===== src/rtl/quhbs_pkg.sv =====
// Purpose: Shared constants and types of the quad UART host bus front end
// Assumes: Four channels, eight-bit data bus, three register address bits
// Notes:   Pin bundle positions describe the vector passed to the synchroniser
package quhbs_pkg;

  // Bus geometry
  localparam int unsigned NUM_CHAN = 4;
  localparam int unsigned CHAN_AW  = 2;
  localparam int unsigned REG_AW   = 3;
  localparam int unsigned DATA_W   = 8;

  // Bus style strap levels
  localparam logic STYLE_STROBE  = 1'b1;
  localparam logic STYLE_DIRLINE = 1'b0;

  // Channel numbers
  localparam logic [CHAN_AW-1:0] CHAN_A = 2'h0;
  localparam logic [CHAN_AW-1:0] CHAN_B = 2'h1;
  localparam logic [CHAN_AW-1:0] CHAN_C = 2'h2;
  localparam logic [CHAN_AW-1:0] CHAN_D = 2'h3;

  // Pin bundle layout
  localparam int unsigned PIN_STYLE_LVL = 0;
  localparam int unsigned PIN_STYLE_FLT = 1;
  localparam int unsigned PIN_CS_SHARED = 2;
  localparam int unsigned PIN_CHAN_ADDR = 3;
  localparam int unsigned PIN_CS_D      = 5;
  localparam int unsigned PIN_REG_ADDR  = 6;
  localparam int unsigned PIN_RD_STB    = 9;
  localparam int unsigned PIN_WR_STB    = 10;
  localparam int unsigned PIN_RESET     = 11;
  localparam int unsigned PIN_DATA      = 12;
  localparam int unsigned PIN_W         = 20;

  // Synchroniser reset value: idle pin levels, strobe style, nothing selected
  localparam logic [PIN_W-1:0] SYNC_RST = 20'h0063D;

  // Access sequencer states
  typedef enum logic [2:0]
  {
    QUHBS_IDLE  = 3'h1,
    QUHBS_READ  = 3'h2,
    QUHBS_WRITE = 3'h4
  } quhbs_state_t;

endpackage : quhbs_pkg


===== src/rtl/quhbs_pin_if.sv =====
// Purpose: Carries raw host pins into the synchroniser and synced copies back
// Assumes: One clock domain on the synced side
// Notes:   Layout of the vector is given in the package
`timescale 1ns/100ps
interface quhbs_pin_if;
  logic [quhbs_pkg::PIN_W-1:0] raw;
  logic [quhbs_pkg::PIN_W-1:0] synced;

  modport sync
  (
    input  raw,
    output synced
  );

  modport user
  (
    output raw,
    input  synced
  );
endinterface : quhbs_pin_if


===== src/rtl/quhbs_top.sv =====
// Purpose: Host bus front end of a four channel UART with two bus styles
// Assumes: Channel engines run on clk; host pins are asynchronous
// Notes:   All outputs are registered; data bus uses output enable low to drive
//
// Summary of operation
// RQ1: A high style strap selects the strobe bus and a low one the direction-line bus.
// RQ2: The style strap is pulled up, so a floating strap selects the strobe bus.
// RQ3: In direction-line style the write strobe is read/write, reset is active low, read strobe is ignored.
// RQ4: In direction-line style the four channel interrupts are ORed onto one open-source request.
// RQ5: The three low address bits pick the register of the accessed channel in both styles.
// RQ6: In direction-line style the two upper address bits pick the channel while the shared select is low.
// RQ7: In strobe style the two upper address inputs are the low-active selects of channels B and C.
// RQ8: In direction-line style a low shared select enables all channels, the address bits name the one used.
// RQ9: In strobe style the shared select is the low-active select of channel A only.
// RQ10: In strobe style only the channel whose own select is low takes part in a transfer.
// RQ11: In strobe style each channel drives its own high interrupt when gated, enabled and pending.
// RQ12: In direction-line style upper address values 00, 01, 10, 11 pick channels A, B, C, D.
// RQ13: With no channel selected the data bus is released and address and strobes are ignored.
`timescale 1ns/100ps
module quhbs_top
(
  // Clock and reset
  clk,
  rst,
  // Host bus pins
  busStyleLevel,
  busStyleFloat,
  chanASelect_n,
  channelAddrBits,
  chanDSelect_n,
  regAddrBits,
  readStrobe_n,
  writeStrobe_n,
  resetPin,
  dataIn,
  dataOut,
  dataOe_n,
  // Channel side
  chanRdData,
  chanIntGate,
  chanIntEnable,
  chanIntPending,
  chanSel,
  regAddr,
  wrData,
  wrPulse,
  rdPulse,
  uartReset,
  modeIsStrobe,
  // Interrupt pins
  chanIntOut,
  irqOut,
  irqOe_n
);
  // Clock and reset
  input  wire logic                                            clk;
  input  wire logic                                            rst;
  // Host bus pins
  input  wire logic                                            busStyleLevel;
  input  wire logic                                            busStyleFloat;
  input  wire logic                                            chanASelect_n;
  input  wire logic [quhbs_pkg::CHAN_AW-1:0]                   channelAddrBits;
  input  wire logic                                            chanDSelect_n;
  input  wire logic [quhbs_pkg::REG_AW-1:0]                    regAddrBits;
  input  wire logic                                            readStrobe_n;
  input  wire logic                                            writeStrobe_n;
  input  wire logic                                            resetPin;
  input  wire logic [quhbs_pkg::DATA_W-1:0]                    dataIn;
  output logic      [quhbs_pkg::DATA_W-1:0]                    dataOut;
  output logic                                                 dataOe_n;
  // Channel side
  input  wire logic [quhbs_pkg::NUM_CHAN-1:0][quhbs_pkg::DATA_W-1:0] chanRdData;
  input  wire logic [quhbs_pkg::NUM_CHAN-1:0]                  chanIntGate;
  input  wire logic [quhbs_pkg::NUM_CHAN-1:0]                  chanIntEnable;
  input  wire logic [quhbs_pkg::NUM_CHAN-1:0]                  chanIntPending;
  output logic      [quhbs_pkg::NUM_CHAN-1:0]                  chanSel;
  output logic      [quhbs_pkg::REG_AW-1:0]                    regAddr;
  output logic      [quhbs_pkg::DATA_W-1:0]                    wrData;
  output logic                                                 wrPulse;
  output logic                                                 rdPulse;
  output logic                                                 uartReset;
  output logic                                                 modeIsStrobe;
  // Interrupt pins
  output logic      [quhbs_pkg::NUM_CHAN-1:0]                  chanIntOut;
  output logic                                                 irqOut;
  output logic                                                 irqOe_n;

  // Channel number to one-hot select
  function automatic logic [quhbs_pkg::NUM_CHAN-1:0] quhbs_onehot
  (
    input logic [quhbs_pkg::CHAN_AW-1:0] idx
  );
    quhbs_onehot = 4'h1 << idx;
  endfunction : quhbs_onehot

  // Lowest selected channel for read data
  function automatic logic [quhbs_pkg::CHAN_AW-1:0] quhbs_first
  (
    input logic [quhbs_pkg::NUM_CHAN-1:0] sel
  );
    quhbs_first = sel[0] ? quhbs_pkg::CHAN_A :
                  sel[1] ? quhbs_pkg::CHAN_B :
                  sel[2] ? quhbs_pkg::CHAN_C : quhbs_pkg::CHAN_D;
  endfunction : quhbs_first

  // Pin synchroniser
  quhbs_pin_if pinBus ();

  assign pinBus.raw = {dataIn, resetPin, writeStrobe_n, readStrobe_n, regAddrBits,
                       chanDSelect_n, channelAddrBits, chanASelect_n, busStyleFloat,
                       busStyleLevel};

  quhbs_pin_sync uPinSync
  (
    .clk  (clk),
    .rst  (rst),
    .pins (pinBus.sync)
  );

  // Synced pin fields
  wire logic                          styleLvlS  = pinBus.synced[quhbs_pkg::PIN_STYLE_LVL];
  wire logic                          styleFltS  = pinBus.synced[quhbs_pkg::PIN_STYLE_FLT];
  wire logic                          csSharedS  = pinBus.synced[quhbs_pkg::PIN_CS_SHARED];
  wire logic [quhbs_pkg::CHAN_AW-1:0] chanAddrS  =
    pinBus.synced[quhbs_pkg::PIN_CHAN_ADDR +: quhbs_pkg::CHAN_AW];
  wire logic                          csDS       = pinBus.synced[quhbs_pkg::PIN_CS_D];
  wire logic [quhbs_pkg::REG_AW-1:0]  regAddrS   =
    pinBus.synced[quhbs_pkg::PIN_REG_ADDR +: quhbs_pkg::REG_AW];
  wire logic                          rdStbS     = pinBus.synced[quhbs_pkg::PIN_RD_STB];
  wire logic                          wrStbS     = pinBus.synced[quhbs_pkg::PIN_WR_STB];
  wire logic                          resetPinS  = pinBus.synced[quhbs_pkg::PIN_RESET];
  wire logic [quhbs_pkg::DATA_W-1:0]  dataS      =
    pinBus.synced[quhbs_pkg::PIN_DATA +: quhbs_pkg::DATA_W];

  // Bus style and select decode
  wire logic styleStrobe = styleLvlS | styleFltS;                    // RQ1 RQ2
  wire logic [quhbs_pkg::NUM_CHAN-1:0] selStrobe =
    {~csDS, ~chanAddrS[1], ~chanAddrS[0], ~csSharedS};                // RQ7 RQ9 RQ10
  wire logic [quhbs_pkg::NUM_CHAN-1:0] selDir =
    csSharedS ? 4'h0 : quhbs_onehot(chanAddrS);                       // RQ6 RQ8 RQ12
  wire logic [quhbs_pkg::NUM_CHAN-1:0] selNow = styleStrobe ? selStrobe : selDir;
  wire logic anySel = |selNow;
  wire logic rdReq  = anySel & (styleStrobe ? ~rdStbS : wrStbS);      // RQ3 RQ13
  wire logic wrReq  = anySel & ~wrStbS;                               // RQ3 RQ13

  // Interrupt routing
  wire logic [quhbs_pkg::NUM_CHAN-1:0] intCond = chanIntEnable & chanIntPending;
  wire logic [quhbs_pkg::NUM_CHAN-1:0] intGated = chanIntGate & intCond;

  // Access sequencer
  quhbs_pkg::quhbs_state_t state_r;
  quhbs_pkg::quhbs_state_t state_nxt;
  logic [quhbs_pkg::NUM_CHAN-1:0] selHeld_r;
  logic [quhbs_pkg::NUM_CHAN-1:0] selHeld_nxt;

  always_comb
  begin
    state_nxt   = state_r;
    selHeld_nxt = selHeld_r;
    unique case (state_r)
      quhbs_pkg::QUHBS_IDLE:
      begin
        selHeld_nxt = selNow;
        if (wrReq)
          state_nxt = quhbs_pkg::QUHBS_WRITE;
        else if (rdReq)
          state_nxt = quhbs_pkg::QUHBS_READ;
      end
      quhbs_pkg::QUHBS_READ:
        if (!rdReq)
          state_nxt = quhbs_pkg::QUHBS_IDLE;
      quhbs_pkg::QUHBS_WRITE:
        if (!wrReq)
          state_nxt = quhbs_pkg::QUHBS_IDLE;
      default:
        state_nxt = quhbs_pkg::QUHBS_IDLE;
    endcase
  end

  wire logic inIdle   = (state_r == quhbs_pkg::QUHBS_IDLE);
  wire logic readNext = (state_nxt == quhbs_pkg::QUHBS_READ);
  wire logic [quhbs_pkg::DATA_W-1:0] rdMux = chanRdData[quhbs_first(selHeld_nxt)];

  // Sequencer registers
  always_ff @(posedge clk or posedge rst)
  begin
    if (rst)
    begin
      state_r   <= quhbs_pkg::QUHBS_IDLE;
      selHeld_r <= 4'h0;
    end
    else
    begin
      state_r   <= state_nxt;
      selHeld_r <= selHeld_nxt;
    end
  end

  // Channel side outputs
  always_ff @(posedge clk or posedge rst)
  begin
    if (rst)
    begin
      chanSel <= 4'h0;
      regAddr <= 3'h0;
      wrData  <= 8'h00;
      wrPulse <= 1'b0;
      rdPulse <= 1'b0;
    end
    else
    begin
      chanSel <= (state_nxt == quhbs_pkg::QUHBS_IDLE) ? 4'h0 : selHeld_nxt; // RQ10 RQ13
      regAddr <= inIdle ? regAddrS : regAddr;                                // RQ5
      wrData  <= inIdle ? dataS : wrData;
      wrPulse <= inIdle & wrReq;
      rdPulse <= inIdle & ~wrReq & rdReq;
    end
  end

  // Host data bus and mode outputs
  always_ff @(posedge clk or posedge rst)
  begin
    if (rst)
    begin
      dataOut      <= 8'h00;
      dataOe_n     <= 1'b1;
      uartReset    <= 1'b1;
      modeIsStrobe <= quhbs_pkg::STYLE_STROBE;
    end
    else
    begin
      dataOut      <= readNext ? rdMux : 8'h00;
      dataOe_n     <= ~readNext;                                    // RQ13
      uartReset    <= styleStrobe ? resetPinS : ~resetPinS;         // RQ3
      modeIsStrobe <= styleStrobe;                                  // RQ1
    end
  end

  // Interrupt outputs
  always_ff @(posedge clk or posedge rst)
  begin
    if (rst)
    begin
      chanIntOut <= 4'h0;
      irqOut     <= 1'b0;
      irqOe_n    <= 1'b1;
    end
    else
    begin
      chanIntOut <= modeIsStrobe ? intGated : 4'h0;                 // RQ11
      irqOut     <= ~modeIsStrobe & (|intCond);                     // RQ4
      irqOe_n    <= ~(~modeIsStrobe & (|intCond));                  // RQ4
    end
  end
endmodule : quhbs_top


===== src/rtl/quhbs_pin_sync.sv =====
// Purpose: Two flip-flop synchroniser for every host bus pin
// Assumes: Pins are asynchronous to clk
// Notes:   The first stage feeds only the second stage
`timescale 1ns/100ps
module quhbs_pin_sync
(
  // Clock and reset
  input wire logic clk,
  input wire logic rst,
  // Pin bundle
  quhbs_pin_if.sync pins
);

  logic [quhbs_pkg::PIN_W-1:0] stage1_r;
  logic [quhbs_pkg::PIN_W-1:0] stage2_r;

  // Two stage capture
  always_ff @(posedge clk or posedge rst)
  begin
    if (rst)
    begin
      stage1_r <= quhbs_pkg::SYNC_RST;
      stage2_r <= quhbs_pkg::SYNC_RST;
    end
    else
    begin
      stage1_r <= pins.raw;
      stage2_r <= stage1_r;
    end
  end

  assign pins.synced = stage2_r;

endmodule : quhbs_pin_sync


===== config.mk =====
export PLATFORM = sky130hd
export DESIGN_NAME = quhbs_top
export DESIGN_NICKNAME = d
export VERILOG_FILES = /design/src/rtl/quhbs_pkg.sv /design/src/rtl/quhbs_pin_if.sv /design/src/rtl/quhbs_top.sv /design/src/rtl/quhbs_pin_sync.sv
export SDC_FILE = /design/constraint.sdc
export NUM_CORES = 1
export LEC_CHECK = 0
export BUFFER_PORTS_ARGS = -buffer_cell sky130_fd_sc_hd__buf_2
export CORE_MARGIN = 2
export CORE_UTILIZATION = 50
export DETAILED_ROUTE_END_ITERATION = 6
export PLACE_DENSITY = 0.92
export SYNTH_ARGS = -nofsm -noshare
export SYNTH_HDL_FRONTEND = slang
export SYNTH_SLANG_ARGS = --single-unit
export TNS_END_PERCENT = 50

===== constraint.sdc =====
create_clock -name clk -period 5.44 [get_ports clk]
set_input_delay 0.272 -clock clk [delete_from_list [all_inputs] [get_ports clk]]
set_output_delay 0.272 -clock clk [all_outputs]
set_load 0.005 [all_outputs]

== After elaboration in Yosys (flattened, before gate mapping) ==
Index checks and enable logic that the tools add are counted.

* Register bits after elaboration: 81
* Bits of input ports: 66
* Output and inout port bits: 34
* Word-level logic and storage cells: 63

* Magnitude comparators: 1
* Eq/ne operators: 5
* Shifts and indexed selects: 1
* Muxes and demuxes: 18
* Bitwise logic cells: 20
* Reduce and logical (&&, ||, !) cells: 2

{| class="wikitable"
|+ Operators by type and width
! cell !! count
|-
| $mux 4 || 5
|-
| $bmux 8 s2 || 1
|-
| $mux 8 || 2
|-
| $mux 3 || 4
|-
| $not 1->1 || 11
|-
| $pmux 3 s3 || 1
|-
| $and 4x4->4 || 2
|-
| $reduce_or 4->1 || 2
|-
| $and 1x1->1 || 6
|-
| $eq 3x1->1 const B || 2
|-
| $eq 3x2->1 const B || 2
|-
| $mux 2 || 2
|-
| $shl 1x2->4 const A || 1
|-
| $eq 3x3->1 const B || 1
|-
| $lt 2x3->1 const B || 1
|-
| $mux 1 || 3
|-
| $or 1x1->1 || 1
|}

== Logic depth before layout (Yosys ltp) ==
Gate-level depths: netlist (run 1).

* Depth in word-level cells: 10
* Depth in mapped cells: 7
* Gate-level depth less buffers: 7

== Cells and area by module ==
From an unflattened synthesis (run 1), not the netlist that was laid out.

* Cell total of the unflattened synthesis: 235
* Area, all modules: 2,847.7 sq um

{| class="wikitable"
|+ By module, submodules not included
! module !! instances !! cells an instance !! area each (sq um) !! seq. area each (sq um)
|-
| quhbs_top || 1 || 194 || 1,825.5 || 1,032.2
|-
| quhbs_pin_sync || 1 || 41 || 1,022.2 || 1,018.5
|}

== Least setup slack after synthesis (run 1) ==
Ideal clock, no wire load.

* Path kind: reg2reg
* From: register state_r[0]
* To: register dataOut[6] (netlist name)
* Library setup time: 101 ps
* Arrival time: 1,898 ps
* Required time: 5,339 ps
* Path slack: 3,440 ps
* Cell stages (with the launch flop): 7
* Path buffers: 1
* Period minus slack after synthesis: 2,000 ps
* Cells stage by stage: dfstp_2 > or3b_1 > clkbuf_2 > a211oi_4 > o21bai_4 > a211oi_1 > o32ai_1

* Longest elaborated chain between the ends: 8
* Elaborated cells between the ends (all ways): 16
* Classes of those cells: eq/ne (4); mux (12)

{| class="wikitable"
|+ RTL lines
! item !! line !! text
|-
| from (decl) || quhbs_top.sv:151 || <nowiki>quhbs_pkg::quhbs_state_t state_r;</nowiki>
|-
| from (signal assigned) || quhbs_top.sv:189 || <nowiki>state_r <= quhbs_pkg::QUHBS_IDLE;</nowiki>
|-
| from (signal assigned) || quhbs_top.sv:194 || <nowiki>state_r <= state_nxt;</nowiki>
|-
| $eq 3x1->1 || quhbs_top.sv:160 || <nowiki>unique case (state_r)</nowiki>
|-
| $mux 4 || quhbs_top.sv:160 ||
|-
| $mux 1 || quhbs_top.sv:103 || <nowiki>sel[2] ? quhbs_pkg::CHAN_C : quhbs_pkg::CHAN_D;</nowiki>
|-
| $mux 2 || quhbs_top.sv:102 || <nowiki>sel[1] ? quhbs_pkg::CHAN_B :</nowiki>
|-
| $mux 2 || quhbs_top.sv:101 || <nowiki>quhbs_first = sel[0] ? quhbs_pkg::CHAN_A :</nowiki>
|-
| $bmux 8 s2 || quhbs_top.sv:182 || <nowiki>wire logic [quhbs_pkg::DATA_W-1:0] rdMux = chanRdData[quhbs_first(selHeld_nxt)];</nowiki>
|-
| $mux 8 (not written as such) || quhbs_top.sv:182 ||
|-
| $mux 8 * || quhbs_top.sv:232 || <nowiki>dataOut <= readNext ? rdMux : 8'h00;</nowiki>
|-
| to (signal assigned) || quhbs_top.sv:232 ||
|-
| to (decl) || quhbs_top.sv:69 || <nowiki>output logic [quhbs_pkg::DATA_W-1:0] dataOut;</nowiki>
|}

Every way passes the cells marked *; elsewhere a longest branch is shown, timed or not. The select of a mux whose other input is x is not followed.
A chain may end at the register's enable or synchronous reset.

== Worst setup path in the final report (run 1) ==
Ends and elaborated chain as after synthesis.

==> out/metrics.cfg, run 1 <==
[detailed_routing]
dr.first_iter.drc_count=124
drc=0
num_vias=2061
drt_first_pass_iters=4
detail_route.vias_per_cell=4.93
wl_per_cell_um=13.6
routed_wl_mm=5.67
postRouteAntennaNets=0

[worst_setup_path]
path_delay_family=compound AO/OA/AOI/OAI gates
cp-end-kind=flop
start_kind=flop
crit_required_ns=5.67
crit_path_top_delay_cell=dfstp_2
critPathKind=reg -> reg
crit_fanout=14
crit_path_max_incr_delay_ns=0.60
arrival_ns=2.64
critPathBufInv=0
path_cells=or3b_1 > a211oi_4 > o21bai_4 > a211oi_1 > o32ai_1

[timing]
fmax_mhz=416
hold_viol=0
maxSlewHeadroom=0.372
tightestPinTransition_ns=0.943
setup_viol=0
period_needed_ns=2.40
setup-tns-final_ns=0
slew_violations=0
rsz0062_at_grt=false
finalClockSkew_ns=0.00823
fin_crit_sh=0.441

[clocking]
cts_buffers=9
cts_hold_buffers=0
htree_levels=3
cts_root_buffer=clkbuf_8
clk_pin_slew_worst_paths_ns=0.08
cts_tree=yes
cts_setup_buffers=0
clk_latency_ns=0.34
postCtsResizedCells=0
clockBufferDepth=2
clock_sinks=81

[floorplan]
start_util=0.516
ios=100
die_w_um=79.4
die_h_um=79.4
die-area_mm2=0.00631
rows=27
core_area_mm2=0.00551

[logic_synthesis]
synth-seq-cells=81
yosys.area.top_type=dfrtp_1
post_synth_num_cell_types=32
ys_seq_area_frac=0.721
synth-async-reset-ratio=1.00
synth_top_flop_cell=dfrtp_1
syn_inst=234
netlist_area_mm2=0.00284
synth_warnings=0
syn_nets=300
synth-edff-count=0
synth_area_leaders=dfrtp_1 55%, dfstp_2 18%, nand2_1 6.2%
avgSynthCellArea_um2=12.2
synth.top_cell.area_share=0.546

[cells_and_area]
fin_nets=407
final_common_cell=buf_2
layout-drive-gt1-share=0.410
final_cell_mix=99 x buf_2, 62 x dfrtp_1, 47 x nand2_1
antenna-diode-count=0
area_growth_pct=27.3
fin_cells=418

[pwr]
p_seq_frac=0.459
p_switching_mw=0.589
p_int_mw=1.15
p_per_area_mw_per_mm2=479
power_mw=1.74
switching_share=0.339
peakVddDrop_mv=0.215
share_comb_of_total_power=0.300
pwr-share-clk=0.240
p_leak_nw=1.86

[grt]
grt_max_degree=82
grt_usage=0.193
grt_pass1_wl_mm=9.16
grt_pass1_vias=2078
overflow=0
antenna_found_initial=0

[job]
max-cap-violations=0

[hold_path]
worstHoldPathType=in -> reg

[placed_design]
dp.cells=402
gp_congestion=0.890
place_hpwl_mm=4.05
port_buffers=99

[status]
outcome=finished clean

==> Yosys cell counts, types with 2 or more instances <==
library cell  instances
clkbuf_1              3
nand2_1              47
xnor2_1               2
dfstp_2              19
a211oi_1              8
nor4_1                2
nand3_1               3
o21ai_0              11
nor4b_1               2
inv_1                15
o32ai_1               8
dfrtp_1              62
o22ai_1               2
nor2_1               30
o21a_1                2
nor2b_1               2
==> per-stage QoR <==
stage	hold WS, ns	utilization	setup slack, ns	instance area (um2)
global placement	0.332	0.622	3.18	3430
finish	0.0215	0.658	3.04	3620
floorplan	0.276	-	3.12	2840
global route	0.000628	0.658	2.88	3620
CTS	0.00630	0.658	3.06	3620
detailed placement	0.336	0.622	3.08	3430
==> state kept, by name, summed over array words and instances (netlist names) <==
signal	count
uPinSync.pins.synced	20
uPinSync.stage1_r	20
dataOut	8
wrData	8
chanIntOut	4
chanSel	4
selHeld_r	4
regAddr	3
state_r	3
dataOe_n	1
irqOe_n	1
irqOut	1
modeIsStrobe	1
rdPulse	1
uartReset	1
wrPulse	1
==> area by class of cell <==
class	instances	area, um2
well taps	72	90.1
repair buffers	101	510
inverters	16	61.3
fillers	433	1890
clock inverters	6	67.6
multi-input cells	132	713
clock buffers	10	128
flip-flops and latches	81	2050
==> path summary, 6_finish.rpt <==
path                            slack [ns]             startpoint  cells past startpoint                        to
worst max-delay path                  3.04             state_r[0]                      5                dataOut[6]
worst min register to register        0.35  uPinSync.stage1_r[11]                      0  uPinSync.pins.synced[11]
max in group asynchronous             4.61                    rst                      3                dataOut[6]
worst min-delay path                  0.02          writeStrobe_n                      1     uPinSync.stage1_r[10]
worst max register to register        3.04             state_r[0]                      5                dataOut[6]
min in group asynchronous             0.22                    rst                      3     uPinSync.stage1_r[19]
==> worst register-to-register path, stage by stage, from the launching register on <==
cell and delay, ns:
dfstp_2 0.60, or3b_1 0.59, a211oi_4 0.41, o21bai_4 0.26, a211oi_1 0.15, o32ai_1 0.29
==> power by group through the flow <==
stage	logic [mW]	clock network, mW	registers, mW
floorplan	0.331	0	0.798
global placement	0.501	0	0.801
detailed placement	0.518	0	0.806
CTS	0.522	0.429	0.797
global route	0.584	0.461	0.810
finish	0.521	0.417	0.798
==> cell families (layout without fill, tap and decap cells) <==
family | count (synthesis) | in the layout | share of synthesized area
simple gates | 90 | 90 | 0.134
flops | 81 | 81 | 0.721
xor+xnor | 2 | 2 | 0.00616
compound gates | 40 | 40 | 0.111
buf+inv | 21 | 133 | 0.0282
==> layer usage <==
metal,up-vias,part of all wire,global-route usage
li1,993,-,-
met1,971,0.42,0.248
met2,80,0.50,0.293
met3,17,0.061,0.0588
met4,0,0.027,0.110
met5,-,0,0
Note: power is estimated with default switching activity, not from simulation.
==> inputs of run 2 (changes only) <==
CORE_UTILIZATION = 49   (was 50)
PLACE_DENSITY = 0.91   (was 0.92)
clock period = 2.5 ns   (was 5.44 ns; I/O delays follow)
==> run 2 against run 1 <==
  * Cell count up 6.0%
  * Global-route usage up 2.4 points
  * Wire length up 13%
  * Sequential cell count unchanged
  * Sequential share of layout area down 4.1 points
  * Final area up 7.8%
  * Clock-buffer cell count unchanged
  * Power up 130%
  * Core utilization up 4.7 points
  * Combinational power up 130%
  * Die area up 1.9%
  * Critical path depth up 2
==> out/metrics.cfg, run 2 (synthesis gave the netlist of run 1 again) <==
[detailed_routing]
drc=0
dr.first_iter.drc_count=102
detail_route.vias_per_cell=5.07
drt_first_pass_iters=4
routed_wl_mm=6.43
wl_per_cell_um=14.5
postRouteAntennaNets=0
num_vias=2247

[cells_and_area]
fin_nets=432
fillers=394
antenna-diode-count=0
seqCellArea_mm2=0.00205
final_cell_mix=99 x buf_2, 62 x dfrtp_1, 47 x nand2_1
layout-drive-gt1-share=0.385
final_cell_area_mm2=0.00390
multiInputGateArea_um2=713
final_common_cell=buf_2
area_growth_pct=37.3

[hold_path]
min_from=chanIntGate[0]
holdPathStages=3
min_to=chanIntOut[0]
worstHoldPathType=in -> reg

[worst_setup_path]
critPathBufInv=2
reg2reg_slack_ns=0.22
regToRegStartpoint=uPinSync.pins.synced[1]
start_kind=flop
cp-end-kind=flop
critPathKind=reg -> reg
r2r_end=dataOut[4]
ff2ff_path_depth=7
path_delay_family=simple AND/OR/NAND/NOR gates
crit_path_max_incr_delay_ns=0.42
arrival_ns=2.51
crit_path_top_delay_cell=dfrtp_1
path_cells=nor2_1 > inv_1 > nor4b_1 > o22ai_2 > inv_2 > a211oi_1 > o32ai_1
crit_fanout=10
crit_required_ns=2.72

[pwr]
peakVddDrop_mv=0.638
power_mw=3.96
p_per_area_mw_per_mm2=1010
p_leak_nw=1.98

[grt]
antenna_found_initial=0
grt_usage=0.218
grt_pass1_vias=2325
grt_max_degree=43
overflow=0
grt_pass1_wl_mm=10.6

[timing]
slew_violations=0
whs_ns=0.0195
rsz0062_at_grt=false
finalClockSkew_ns=0.00996
setup-tns-final_ns=0
period_needed_ns=2.28
maxSlewHeadroom=0.541
hold_viol=0
fmax_mhz=438
setup_viol=0
tightestPinTransition_ns=0.688
fin_crit_sh=0.913

[clocking]
htree_levels=3
clk_latency_ns=0.33
cts_buffers=9
cts_root_buffer=clkbuf_8
cts_tree=yes
clk_pin_slew_worst_paths_ns=0.08
clock_sinks=81
clockBufferDepth=2
cts_setup_buffers=0

[job]
max-cap-violations=0

[floorplan]
rows=27
start_util=0.513
die_w_um=80.2
die-area_mm2=0.00643
die_h_um=80.2
core_area_mm2=0.00554
ios=100

[placed_design]
port_buffers=99
place_hpwl_mm=4.24
place_area_mm2=0.00345
gp_congestion=0.995

[status]
outcome=finished clean

-- run 2: cell types whose count changed in the layout (fill, tap and decap cells not counted), sizes merged --
cell,previous run,this run
dlygate4sd3,0,24
buf,101,102
inv,16,17
clkinv,3,2
clkinvlp,2,1
bufinv,1,2
-- run 2: power by group --
part	total [mW]	internal [mW]	switching [mW]	leakage (nW)
combinational	1.20	0.487	0.712	0.908
clock	1.03	0.568	0.462	0.107
sequential	1.73	1.59	0.147	0.967
total	3.96	2.64	1.32	1.98
-- run 2: layout make-up --
class / count / share of cell area
well taps: 72 / 0.0231
clock buffers: 10 / 0.0327
flip-flops and latches: 81 / 0.525
inverters: 16 / 0.0157
clock inverters: 6 / 0.0231
repair buffers: 126 / 0.197
multi-input cells: 132 / 0.183
-- run 2: worst min-delay path, delay by kind of cell --
family | cells | cell delay, ns
buf+inv | 1 | 0.10
simple gates | 2 | 0.10
-- run 2: worst max-delay path by stage --
stage | startpoint | to | slack [ns] | cells after the start
3_5_place_dp | uPinSync.pins.synced[1] | dataOut[4] | 0.30 | 7
5_1_grt | uPinSync.pins.synced[1] | dataOut[2] | 0.03 | 7
4_1_cts | uPinSync.pins.synced[1] | dataOut[4] | 0.27 | 7
3_3_place_gp | state_r[0] | dataOut[6] | 0.46 | 5
6_report | uPinSync.pins.synced[1] | dataOut[4] | 0.22 | 7
2_1_floorplan | rst | chanIntOut[0] | 0.33 | 1
-- run 2: repair_timing --
item,4_1_cts,5_1_grt
endpoints found under the hold margin,48,0
gates resized for setup,0,0
hold buffers,24,0
-- run 2: layer usage --
layer	vias to the layer above	track usage	part of all wire
met1	1088	0.241	0.38
met4	0	0.119	0.024
met5	-	0	0
met3	18	0.0427	0.047
met2	97	0.390	0.55
li1	1044	-	-
-- run 2: per-stage QoR --
stage,setup slack [ns],utilization,std cells
2_1_floorplan,0.326,-,234
3_3_place_gp,0.463,0.622,403
3_5_place_dp,0.302,0.622,403
4_1_cts,0.268,0.705,443
5_1_grt,0.0341,0.705,443
6_report,0.217,0.705,443
==> inputs of run 3 (changes only) <==
ABC_AREA = 1   (was not set)
CORE_ASPECT_RATIO = 0.5   (was not set)
CORE_UTILIZATION = 50   (was 49)
==> run 3 against run 2 <==
  * Critical path depth grew 6
  * Die area grew 7.7%
  * Clock power grew 34%
  * Worst hold slack gained 0.0033 ns
  * Sequential share of layout area shrank 4.3 points
  * Final area grew 8.8%
  * Sequential power shrank 3%
  * Power grew 9.0%
  * Cell count grew 25%
  * Combinational power grew 6%
  * Critical path type unchanged
==> out/metrics.cfg, run 3 <==
[cells_and_area]
antenna-diode-count=0
final_common_cell=nand2_1
layout-drive-gt1-share=0.315
fin_util=0.701
area_growth_pct=36.2
fin_nets=527
final_cell_mix=115 x nand2_1, 99 x buf_2, 62 x dfrtp_1

[logic_synthesis]
synthTopCellsByCount=115 x nand2_1, 62 x dfrtp_1, 57 x inv_1
synth_compound_area_frac=0.00722
synth_area_leaders=dfrtp_1 50%, dfstp_2 16%, nand2_1 14%
netlist_area_mm2=0.00312
synth-xor-area-share=0.00281
synth_fa_ha_area_frac=0
synth-edff-count=0
synth_top_family_by_area=simple AND/OR/NAND/NOR gates
syn_inst=333
ys_seq_area_frac=0.658
post_synth_num_cell_types=22
synth-seq-cells=81
synth_top_flop_cell=dfrtp_1
yosys.area.top_type=dfrtp_1
synth.top_cell.area_share=0.498
synth_most_common_cell=nand2_1
syn_nets=399
synth-async-reset-ratio=1.00
yosys.area_share.simple=0.240
synth_warnings=0
avgSynthCellArea_um2=9.36
yosys-mux-area-fraction=0

[worst_setup_path]
ff2ff_path_depth=13
cp-end-kind=flop
start_kind=flop
regToRegStartpoint=state_r[0]
setup.worst_path.start=state_r[0]
critPathKind=reg -> reg
crit_required_ns=2.72
crit_fanout=18
r2r_end=dataOut[3]
cp-endpoint=dataOut[3]
arrival_ns=2.48
reg2reg_slack_ns=0.24

[detailed_routing]
dr.first_iter.drc_count=169
detail_route.vias_per_cell=4.49
routed_wl_mm=6.71
num_vias=2485
drc=0
wl_per_cell_um=12.1
drt_first_pass_iters=5
postRouteAntennaNets=0

[clocking]
clk_pin_slew_worst_paths_ns=0.06
cts_root_buffer=clkbuf_16
cts_setup_buffers=0
postCtsResizedCells=0
cts_hold_buffers=22
htree_levels=3
clock_sinks=81
clk_latency_ns=0.33
clockBufferDepth=2
cts_tree=yes
cts_buffers=9

[pwr]
p_leak_nw=2.47
p_switching_mw=1.39
p_int_mw=2.93
p_per_area_mw_per_mm2=1020
pwr-share-clk=0.319
power_mw=4.32
p_seq_frac=0.387
share_comb_of_total_power=0.294
peakVddDrop_mv=0.411
switching_share=0.322

[floorplan]
die-area_mm2=0.00692
rows=20
ios=100
start_util=0.515
die_h_um=59.8
core_area_mm2=0.00606
die_w_um=116

[placed_design]
port_buffers=99
place_ws_ns=0.395
gp_congestion=0.838
place_hpwl_mm=4.31

[timing]
hold_viol=0
fmax_mhz=443
period_needed_ns=2.26
setup_viol=0
finalClockSkew_ns=0.00390
whs_ns=0.0229
maxSlewHeadroom=0.713
slew_violations=0
layout_setup_ws_ns=0.243
fin_crit_sh=0.903
setup-tns-final_ns=0
tightestPinTransition_ns=0.430
rsz0062_at_grt=false

[hold_path]
worstHoldPathType=in -> reg

[grt]
grt_pass1_wl_mm=10.8
grt_max_degree=74
grt_pass1_vias=2447
antenna_found_initial=0
overflow=0
grt_usage=0.212

[job]
max-cap-violations=0

[status]
outcome=finished clean

run 3: power groups by stage:
stage,Sequential [mW],Clock [mW],Combinational (mW)
after global placement,1.68,0,1.17
after detailed placement,1.69,0,1.22
after CTS,1.67,1.40,1.27
after floorplan,1.69,0,0.869
after global routing,1.70,1.46,1.44
final,1.67,1.38,1.27
run 3: critical path: stages, from the launching register on:
cell	delay, ns
dfstp_2	0.54
inv_1	0.08
nor3_4	0.35
inv_2	0.24
nand2_1	0.16
nand2_4	0.15
inv_2	0.19
nand2_1	0.08
nand2_1	0.07
clkinv_1	0.06
nand2_1	0.06
nand2_1	0.05
nand2_1	0.07
inv_1	0.05
run 3: area by class of cell:
class | instances | area, um2
clock buffers | 11 | 243
clock inverters | 5 | 78.8
fillers | 446 | 1810
inverters | 64 | 241
multi-input cells | 182 | 781
flip-flops and latches | 81 | 2050
well taps | 88 | 110
repair buffers | 123 | 743
run 3: layer usage:
metal	track usage	up-vias	wire (um)
met1	0.247	1141	2740
met3	0.0527	18	388
met2	0.369	93	3390
li1	-	1233	-
met5	0	-	0
met4	0.121	0	187
run 3: worst min-delay path by stage:
| stage | from | end | slack, ns | depth (start not counted) |
|---|---|---|---|---|
| after floorplan | busStyleLevel | uPinSync.stage1_r[0] | 0.13 | 0 |
| after global placement | rst | wrData[4] | 0.03 | 2 |
| after detailed placement | rst | wrData[4] | 0.03 | 2 |
| after CTS | chanIntGate[1] | chanIntOut[1] | 0.005 | 3 |
| after global routing | chanIntGate[1] | chanIntOut[1] | 0.01 | 3 |
| final | chanIntGate[1] | chanIntOut[1] | 0.02 | 3 |
run 3: metrics by stage:
step	cells	area (um2)
floorplan	333	3120
global placement	516	3710
detailed placement	516	3710
CTS	554	4250
global route	554	4250
finish	554	4250
run 3: kinds of logic (layout without fill, tap and decap cells):
logic type / count (synthesis) / count (layout)
compound gates: 4 / 4
xor+xnor: 1 / 1
buf+inv: 70 / 203
flops: 81 / 81
simple gates: 177 / 177
